<file path="config.mk">
export PLATFORM = sky130hd
export DESIGN_NAME = sma_aggregator
export DESIGN_NICKNAME = d
export VERILOG_FILES = /design/src/sma_pkg.sv /design/src/sma_aggregator.sv
export VERILOG_INCLUDE_DIRS = /design/src
export SDC_FILE = /design/constraint.sdc
export NUM_CORES = 1
export LEC_CHECK = 0
export BUFFER_PORTS_ARGS = -buffer_cell sky130_fd_sc_hd__buf_2
export CELL_PAD_IN_SITES_DETAIL_PLACEMENT = 1
export CELL_PAD_IN_SITES_GLOBAL_PLACEMENT = 1
export CORE_MARGIN = 3
export CORE_UTILIZATION = 32
export DETAILED_ROUTE_END_ITERATION = 10
export HOLD_SLACK_MARGIN = 0.06
export PLACE_DENSITY = 0.59
export SLEW_MARGIN = 10
export SYNTH_ARGS = -nofsm -noshare
export SYNTH_HDL_FRONTEND = slang
export SYNTH_SLANG_ARGS = --single-unit
</file>
<file path="constraint.sdc">
create_clock -name pclk -period 3.35 [get_ports pclk]
set_clock_uncertainty 0.05 [all_clocks]
set_input_delay 0.67 -clock pclk [delete_from_list [all_inputs] [get_ports pclk]]
set_output_delay 0.67 -clock pclk [all_outputs]
set_load 0.005 [all_outputs]
</file>
<file path="src/sma_consts.svh">
// Purpose: offsets, field positions, reset values and timing of the status aggregator
// Assumes: APB byte addresses, 32-bit words, 40 MHz pclk
// Notes: Overview of operation listed below
//
// Overview of operation
// - each active condition drives overall or individual status by output mode.
// - status goes both to the indicator LEDs and to digital outputs.
// - a new message sets a flashing pending indicator and offers the summary.
// - each message has a log enable; transient messages are not logged.
// - a control bit selects overall status or individual status output.
// - individual mode maps messages onto failure, maintenance and function check.
// - failure marks value invalid; function check marks value discard.
// - individual status is system wide; optionally split per module group.
// - messages from I/O devices feed only the system wide signals.
// - error LED shows overall or failure; maintenance LED shows maintenance only.
// - each message has exactly one of three handling categories.
// - no-ack messages set and clear LED, signal and pending with the condition.
// - ack messages clear signal with condition; pending waits for acknowledge.
// - ack-plus-intervention clears everything once acknowledged and cause removed.
// - each message holds four attribute bits: overall, failure, maintenance, function check.
// - the message number of each message is readable for the summary line.
`ifndef SMA_CONSTS_SVH
`define SMA_CONSTS_SVH
`define SMA_ADDR_CTRL 8'h00
`define SMA_ADDR_IRQ_STAT 8'h04
`define SMA_ADDR_IRQ_MASK 8'h08
`define SMA_ADDR_STATUS 8'h0c
`define SMA_ADDR_ACK 8'h10
`define SMA_ADDR_PEND 8'h14
`define SMA_ADDR_ACTIVE 8'h18
`define SMA_ADDR_LAST_NEW 8'h1c
`define SMA_ADDR_LAST_LOG 8'h20
`define SMA_CFG_PAGE 2'h1
`define SMA_CTRL_MODE 0
`define SMA_CTRL_SPLIT 1
`define SMA_IRQ_NEW 0
`define SMA_IRQ_LOG 1
`define SMA_IRQ_ACK 2
`define SMA_CFG_CAT_LSB 0
`define SMA_CFG_ATTR_S 2
`define SMA_CFG_ATTR_A 3
`define SMA_CFG_ATTR_W 4
`define SMA_CFG_ATTR_F 5
`define SMA_CFG_LOG_EN 6
`define SMA_CFG_IO_DEV 7
`define SMA_CFG_GRP_LSB 8
`define SMA_CFG_NUM_LSB 16
`define SMA_CFG_RST 32'h00000040
`define SMA_CTRL_RST 2'h0
`define SMA_MASK_RST 3'h0
`define SMA_BLINK_MS 500
`define SMA_CLK_KHZ 40000
`endif

</file>
<file path="src/sma_pkg.sv">
// Purpose: shared types of the status aggregator
// Assumes: nothing
// Notes: category code 3 is handled as acknowledge plus intervention
package sma_pkg;
    typedef enum logic [1:0] {
        SMA_CAT_NONE,
        SMA_CAT_ACK,
        SMA_CAT_INTV
    } sma_cat_t;
    typedef logic [15:0] sma_num_t;
endpackage : sma_pkg

</file>
<file path="src/sma_aggregator.sv">
// Purpose: per-message status latches, status outputs, LEDs, log strobe, APB slave
// Assumes: condition inputs share pclk; ack_pin is asynchronous
// Notes: APB answers in the access cycle right after setup, no wait states
//
// Design decisions made here: register access over APB and the address map.
`include "sma_consts.svh"
module sma_aggregator #(
    parameter int NUM_MSG = 8,
    parameter int NUM_GRP = 4,
    parameter int unsigned BLINK_CYC = `SMA_BLINK_MS * `SMA_CLK_KHZ
) (
    input wire logic pclk,
    input wire logic presetn,
    input wire logic psel,
    input wire logic penable,
    input wire logic pwrite,
    input wire logic [7:0] paddr,
    input wire logic [31:0] pwdata,
    output logic [31:0] prdata,
    output logic pready,
    output logic pslverr,
    input wire logic [NUM_MSG-1:0] cond_in,
    input wire logic ack_pin,
    output logic led_error,
    output logic led_maint,
    output logic pend_flash,
    output logic summary_en,
    output logic dout_overall,
    output logic dout_fail,
    output logic dout_maint,
    output logic dout_fcheck,
    output logic [NUM_GRP-1:0] grp_fail,
    output logic [NUM_GRP-1:0] grp_maint,
    output logic [NUM_GRP-1:0] grp_fcheck,
    output logic val_invalid,
    output logic val_discard,
    output logic log_strobe,
    output logic [15:0] log_num,
    output logic irq
);

    typedef struct packed {
        logic [NUM_MSG-1:0] act;
        logic [NUM_MSG-1:0] pend;
        logic [NUM_MSG-1:0] ackd;
        logic [NUM_MSG-1:0] logq;
        logic [NUM_MSG-1:0][31:0] cfg;
        logic mode;
        logic split;
        logic [2:0] irq_mask;
        logic [2:0] irq_stat;
        logic [15:0] last_new;
        logic [2:0] sync;
        logic ack_lvl;
        logic [31:0] blink_cnt;
        logic blink;
        logic [31:0] prdata;
        logic pready;
        logic pslverr;
        logic led_error;
        logic led_maint;
        logic pend_flash;
        logic summary_en;
        logic dout_overall;
        logic dout_fail;
        logic dout_maint;
        logic dout_fcheck;
        logic [NUM_GRP-1:0] grp_fail;
        logic [NUM_GRP-1:0] grp_maint;
        logic [NUM_GRP-1:0] grp_fcheck;
        logic val_invalid;
        logic val_discard;
        logic log_strobe;
        logic [15:0] log_num;
        logic irq;
    } sma_state_t;

    sma_state_t st;
    sma_state_t next_st;

    // helper vectors, also watched by the checks
    logic [NUM_MSG-1:0] rise_v;
    logic [NUM_MSG-1:0] ack_v;
    logic [NUM_MSG-1:0] sig_v;
    logic [NUM_MSG-1:0] none_v;
    logic [NUM_MSG-1:0] intv_v;
    logic [NUM_MSG-1:0] logen_v;
    logic ack_ev;
    logic wr_en;
    logic setup;

    // next state of every register
    always_comb begin
        logic [NUM_MSG-1:0] emit;
        logic [2:0] ev;
        logic [2:0] clr;
        logic [3:0] idx;
        logic cfg_hit;
        logic found;
        logic any_s;
        logic any_a;
        logic any_w;
        logic any_f;
        logic [31:0] rd;
        sma_pkg::sma_cat_t cat;
        emit = '0;
        ev = '0;
        clr = '0;
        idx = paddr[5:2];
        cfg_hit = (paddr[7:6] == `SMA_CFG_PAGE) && (int'(idx) < NUM_MSG);
        found = 1'b0;
        any_s = 1'b0;
        any_a = 1'b0;
        any_w = 1'b0;
        any_f = 1'b0;
        rd = '0;
        cat = sma_pkg::SMA_CAT_NONE;
        next_st = st;
        setup = psel && !penable;
        wr_en = psel && penable && st.pready && pwrite;

        // three-stage pin sync; level changes once stages two and three agree
        next_st.sync = {st.sync[1:0], ack_pin};
        if (st.sync[2] == st.sync[1]) begin
            next_st.ack_lvl = st.sync[2];
        end
        ack_ev = st.sync[2] && st.sync[1] && !st.ack_lvl;

        // per-message latches
        for (int i = 0; i < NUM_MSG; i++) begin
            cat = sma_pkg::sma_cat_t'(st.cfg[i][`SMA_CFG_CAT_LSB +: 2]);
            none_v[i] = (cat == sma_pkg::SMA_CAT_NONE);
            intv_v[i] = !none_v[i] && (cat != sma_pkg::SMA_CAT_ACK);
            logen_v[i] = st.cfg[i][`SMA_CFG_LOG_EN];
            rise_v[i] = cond_in[i] && !st.act[i];
            ack_v[i] = st.pend[i] && (ack_ev || (wr_en && paddr == `SMA_ADDR_ACK
                && pwdata[i]));
            next_st.act[i] = cond_in[i];
            if (none_v[i]) begin
                next_st.pend[i] = cond_in[i];
            end else if (rise_v[i]) begin
                next_st.pend[i] = 1'b1;
            end else if ((st.ackd[i] || ack_v[i]) && !cond_in[i]) begin
                next_st.pend[i] = 1'b0;
            end
            if (rise_v[i] || !next_st.pend[i]) begin
                next_st.ackd[i] = 1'b0;
            end else if (ack_v[i]) begin
                next_st.ackd[i] = 1'b1;
            end
            // intervention kind holds the signal until ack and cause removal
            if (intv_v[i]) begin
                sig_v[i] = next_st.act[i] || next_st.pend[i];
            end else begin
                sig_v[i] = next_st.act[i];
            end
        end

        // system wide status as the OR of all messages
        for (int i = 0; i < NUM_MSG; i++) begin
            any_s = any_s || (sig_v[i] && st.cfg[i][`SMA_CFG_ATTR_S]);
            any_a = any_a || (sig_v[i] && st.cfg[i][`SMA_CFG_ATTR_A]);
            any_w = any_w || (sig_v[i] && st.cfg[i][`SMA_CFG_ATTR_W]);
            any_f = any_f || (sig_v[i] && st.cfg[i][`SMA_CFG_ATTR_F]);
        end
        next_st.dout_overall = !st.mode && any_s;
        next_st.dout_fail = st.mode && any_a;
        next_st.dout_maint = st.mode && any_w;
        next_st.dout_fcheck = st.mode && any_f;
        next_st.val_invalid = st.mode && any_a;
        next_st.val_discard = st.mode && any_f;
        next_st.led_error = st.mode ? any_a : any_s;
        next_st.led_maint = st.mode && any_w;
        next_st.summary_en = |next_st.pend;

        // per-group outputs, I/O device messages excluded
        for (int g = 0; g < NUM_GRP; g++) begin
            next_st.grp_fail[g] = 1'b0;
            next_st.grp_maint[g] = 1'b0;
            next_st.grp_fcheck[g] = 1'b0;
            for (int i = 0; i < NUM_MSG; i++) begin
                if (st.mode && st.split && sig_v[i] && !st.cfg[i][`SMA_CFG_IO_DEV]
                    && st.cfg[i][`SMA_CFG_GRP_LSB +: 2] == 2'(g)) begin
                    next_st.grp_fail[g] = next_st.grp_fail[g]
                        || st.cfg[i][`SMA_CFG_ATTR_A];
                    next_st.grp_maint[g] = next_st.grp_maint[g]
                        || st.cfg[i][`SMA_CFG_ATTR_W];
                    next_st.grp_fcheck[g] = next_st.grp_fcheck[g]
                        || st.cfg[i][`SMA_CFG_ATTR_F];
                end
            end
        end

        // flashing pending indicator
        if (st.blink_cnt >= BLINK_CYC - 1) begin
            next_st.blink_cnt = '0;
            next_st.blink = !st.blink;
        end else begin
            next_st.blink_cnt = st.blink_cnt + 32'h1;
        end
        next_st.pend_flash = (|next_st.pend) && next_st.blink;

        // newest message number and log queue, lowest index first
        for (int i = 0; i < NUM_MSG; i++) begin
            if (rise_v[i] && !found) begin
                next_st.last_new = st.cfg[i][`SMA_CFG_NUM_LSB +: 16];
                found = 1'b1;
            end
        end
        found = 1'b0;
        next_st.log_strobe = 1'b0;
        for (int i = 0; i < NUM_MSG; i++) begin
            if (st.logq[i] && !found) begin
                emit[i] = 1'b1;
                found = 1'b1;
                next_st.log_strobe = 1'b1;
                next_st.log_num = st.cfg[i][`SMA_CFG_NUM_LSB +: 16];
            end
        end
        next_st.logq = (st.logq & ~emit) | (rise_v & logen_v);

        // interrupt status, set wins over write-one clear
        ev[`SMA_IRQ_NEW] = |rise_v;
        ev[`SMA_IRQ_LOG] = |emit;
        ev[`SMA_IRQ_ACK] = |ack_v;
        if (wr_en && paddr == `SMA_ADDR_IRQ_STAT) begin
            clr = pwdata[2:0];
        end
        next_st.irq_stat = (st.irq_stat & ~clr) | ev;
        next_st.irq = |(next_st.irq_stat & next_st.irq_mask);

        // register writes at the access edge
        if (wr_en) begin
            if (paddr == `SMA_ADDR_CTRL) begin
                next_st.mode = pwdata[`SMA_CTRL_MODE];
                next_st.split = pwdata[`SMA_CTRL_SPLIT];
            end
            if (paddr == `SMA_ADDR_IRQ_MASK) begin
                next_st.irq_mask = pwdata[2:0];
            end
            if (cfg_hit) begin
                next_st.cfg[idx] = pwdata;
            end
        end

        // read data prepared in the setup cycle
        case (paddr)
            `SMA_ADDR_CTRL: rd = {30'h0, st.split, st.mode};
            `SMA_ADDR_IRQ_STAT: rd = {29'h0, st.irq_stat};
            `SMA_ADDR_IRQ_MASK: rd = {29'h0, st.irq_mask};
            `SMA_ADDR_STATUS: rd = {24'h0, st.val_discard, st.val_invalid,
                st.dout_fcheck, st.dout_maint, st.dout_fail, st.dout_overall,
                st.pend_flash, st.summary_en};
            `SMA_ADDR_PEND: rd[NUM_MSG-1:0] = st.pend;
            `SMA_ADDR_ACTIVE: rd[NUM_MSG-1:0] = st.act;
            `SMA_ADDR_LAST_NEW: rd = {16'h0, st.last_new};
            `SMA_ADDR_LAST_LOG: rd = {16'h0, st.log_num};
            default: rd = cfg_hit ? st.cfg[idx] : 32'h0;
        endcase
        next_st.pready = setup;
        next_st.pslverr = 1'b0;
        if (setup) begin
            next_st.prdata = rd;
            next_st.pslverr = !(cfg_hit || paddr == `SMA_ADDR_CTRL
                || paddr == `SMA_ADDR_IRQ_STAT || paddr == `SMA_ADDR_IRQ_MASK
                || paddr == `SMA_ADDR_STATUS || paddr == `SMA_ADDR_ACK
                || paddr == `SMA_ADDR_PEND || paddr == `SMA_ADDR_ACTIVE
                || paddr == `SMA_ADDR_LAST_NEW || paddr == `SMA_ADDR_LAST_LOG);
        end
    end

    // state register
    always_ff @(posedge pclk or negedge presetn) begin
        if (!presetn) begin
            st <= '0;
            st.mode <= 1'(`SMA_CTRL_RST >> `SMA_CTRL_MODE);
            st.split <= 1'(`SMA_CTRL_RST >> `SMA_CTRL_SPLIT);
            st.irq_mask <= `SMA_MASK_RST;
            for (int i = 0; i < NUM_MSG; i++) begin
                st.cfg[i] <= `SMA_CFG_RST;
            end
        end else begin
            st <= next_st;
        end
    end

    // outputs straight from the state register
    assign prdata = st.prdata;
    assign pready = st.pready;
    assign pslverr = st.pslverr;
    assign led_error = st.led_error;
    assign led_maint = st.led_maint;
    assign pend_flash = st.pend_flash;
    assign summary_en = st.summary_en;
    assign dout_overall = st.dout_overall;
    assign dout_fail = st.dout_fail;
    assign dout_maint = st.dout_maint;
    assign dout_fcheck = st.dout_fcheck;
    assign grp_fail = st.grp_fail;
    assign grp_maint = st.grp_maint;
    assign grp_fcheck = st.grp_fcheck;
    assign val_invalid = st.val_invalid;
    assign val_discard = st.val_discard;
    assign log_strobe = st.log_strobe;
    assign log_num = st.log_num;
    assign irq = st.irq;
endmodule : sma_aggregator

</file>
==> impl_metrics.toml <==
[synth]
syn-instance-count = 2087
ys_types = 79
avgSynthCellArea_um2 = 10.91
synth_edf_count = 0
synthesis.area_um2 = 22770
seq_area_frac_synth = 0.4620
yosys_warnings = 0
postSynth.topFlopCell = "dfrtp_1"
synthArstFlopShare = 1.000
ys_ff_latch = 420

[grt]
grt_remaining_overflow = 0
grtUsageTotal = 0.2431
antenna_found_initial = 10
grt_max_degree = 73
grt_pass1_wl_um = 134700
grt_pass1_vias = 19480

[placement]
hpwlAfterDp_um = 61960
port_buffers = 127
gp_congestion = 0.9299

[clock_tree]
ctsResizeCount = 0
path_clk_slew_ns = 0.07
root_buffer = "clkbuf_16"
cts_setup_buffers = 0
clockBufferDepth = 3
clkLatencyLatePin_ns = 0.64
cts_buffers = 50
hold_buffers = 1
tritoncts = "yes"
cts_max_level = 2
cts_sinks = 420

[critical_path]
max_stage_delay_ns = 0.93
r2r.worst_path.cells = 7
critical_path.top_delay_family = "simple AND/OR/NAND/NOR gates"
worstSetupPathType = "flip-flop to flip-flop"
r2r_slack_ns = 0.56
r2r-start = "st[110]"
worstSetupEndpointType = "flip-flop"
cp.arrival_ns = 3.26
critical_path.max_fanout = 11
reg2reg_to = "led_error"
required_ns = 3.82
path_cells = "ha_1 > nand2b_1 > nand4_1 > nor2_1 > a21oi_1 > nand3_1 > a2bb2oi_1"
start_kind = "flip-flop"
slowest_stage = "nor2_1"
path_buf_inv = 0

[routing]
ant_nets = 0
drt-total-wl_um = 91020
vias = 18650
drc = 0
drtIter0Drc = 1720
viasPerCell = 5.944
wl_per_cell_um = 29.02
first_pass_iters = 8

[power_and_ir_drop]
p_leak_nw = 11.73
ir_worst_vdd_mv = 0.3802
p_per_area_nw_per_um2 = 449.4

[sta]
fmax_mhz = 358.8
finalSetupTns_ns = 0
worstMarginPinSlew_ns = 1.143
hold_ws_ns = 0.1072
finalHoldViolCount = 0
setup_violations = 0
drv_slew = 0
slew_headroom = 0.2352
post-route-period-util = 0.8320
fin_crit_ns = 2.787
rsz0062_at_grt = "no"

[floorplan]
die_w_um = 272.8
core_um2 = 70270
dieArea_um2 = 74400
die_y_um = 272.8
initial_utilization = 0.3240
rows = 97
io_pins = 128

[cells_and_area]
final_nets = 2211
area_delta_synth_final_pct = 15.04
layout-drive-gt1-share = 0.3112
mostFrequentLayoutCell = "dfrtp_1"
fin_util = 0.3728
most-common-layout-cells = "dfrtp_1, mux2_2, nand2_1"

[hold_path]
hold_path_end = "next_st[109]"
min_from = "ack_pin"
hold_depth = 1
hp-class = "input pin to flip-flop"

[flow_run]
maxCapViolations = 0

[outcome]
status = "complete, no violations"
[kinds of logic (layout without fill, tap and decap cells)]
| family | count (synthesis) | after routing | synth area share |
|---|---|---|---|
| AO/OA/AOI/OAI | 416 | 416 | 0.1262 |
| XOR/XNOR | 22 | 22 | 0.008462 |
| adder cells (fa/ha/maj) | 2 | 2 | 0.001099 |
| buffers and inverters | 238 | 340 | 0.05077 |
| flip-flops | 420 | 420 | 0.4620 |
| multiplexers | 394 | 394 | 0.2231 |
| other | 1 | 9 | 0.0001647 |
| AND/OR/NAND/NOR | 594 | 594 | 0.1282 |
[final cells by class]
class	count	area [µm²]
Antenna cell	2	5.005
Clock buffer	75	1455
Clock inverter	17	236.5
Fill cell	7663	44070
Inverter	25	93.84
Multi-Input combinational cell	1435	11170
Sequential cell	420	10520
Tap cell	940	1176
Timing Repair Buffer	223	1536
[worst reg2reg max path, delay by kind of cell, from the launching register on]
| kind | cells | cell delay (ns) |
|---|---|---|
| adder cells (fa/ha/maj) | 1 | 0.23 |
| AO/OA/AOI/OAI | 2 | 0.44 |
| AND/OR/NAND/NOR | 4 | 1.60 |
| flip-flops | 1 | 0.39 |
[stage by stage]
| stage | cell area (µm²) | cells | setup slack (ns) | total power, mW |
|---|---|---|---|---|
| 3_3_place_gp | 24490 | 3042 | 0.1423 | 6.258 |
| 5_1_grt | 26190 | 3135 | 0.5229 | 12.23 |
| 3_5_place_dp | 24490 | 3042 | 0.1735 | 6.272 |
| 2_1_floorplan | 22790 | 2093 | 0.6119 | 5.764 |
| 4_1_cts | 26190 | 3135 | 0.6274 | 11.92 |
| 6_report | 26200 | 3137 | 0.5627 | 11.77 |
[synthesized netlist by cell type (25+ instances only)]
master    instances  area (µm²)
a21oi_1          68       340.3
a221oi_1         39       341.6
a22oi_1          43       322.8
buf_4            63       473.0
clkbuf_1        116       435.4
dfrtp_1         412       10310
inv_1            25       93.84
mux2_2          268        3018
mux2i_1          62       620.6
mux4_2           64        1441
nand2_1         194       728.2
nand3_1          61       305.3
nand4_1          28       175.2
nor2_1          153       574.3
o21ai_0         109       545.5
[registers in the layout, indices dropped and copies added (netlist names), 2 cells and up]
register / count
prdata: 32
grp_maint: 4
log_num: 16
st: 339
next_st: 2
grp_fail: 4
grp_fcheck: 4
logen_v: 8
[metal layers]
metal / share of wire / GRT usage
met4: 0.046 / 0.1029
met3: 0.062 / 0.04170
met2: 0.46 / 0.3898
met1: 0.43 / 0.3246
met5: 0.00040 / 0
[power by group]
group | switching (mW) | internal [mW]
clock | 2.33 | 3.26
combinational | 0.598 | 0.296
sequential | 0.121 | 5.17
total | 3.05 | 8.73
[worst max-delay path by stage]
stage	start	to	slack [ns]	depth (start not counted)
floorplan	paddr[7]	grp_fail[2]	0.61	8
global placement	paddr[2]	prdata[6]	0.14	8
detailed placement	paddr[2]	prdata[6]	0.17	8
CTS	st[236]	prdata[5]	0.63	6
global route	st[110]	led_error	0.52	7
finish	st[110]	led_error	0.56	7
Note: power is estimated with default switching activity, not from simulation.
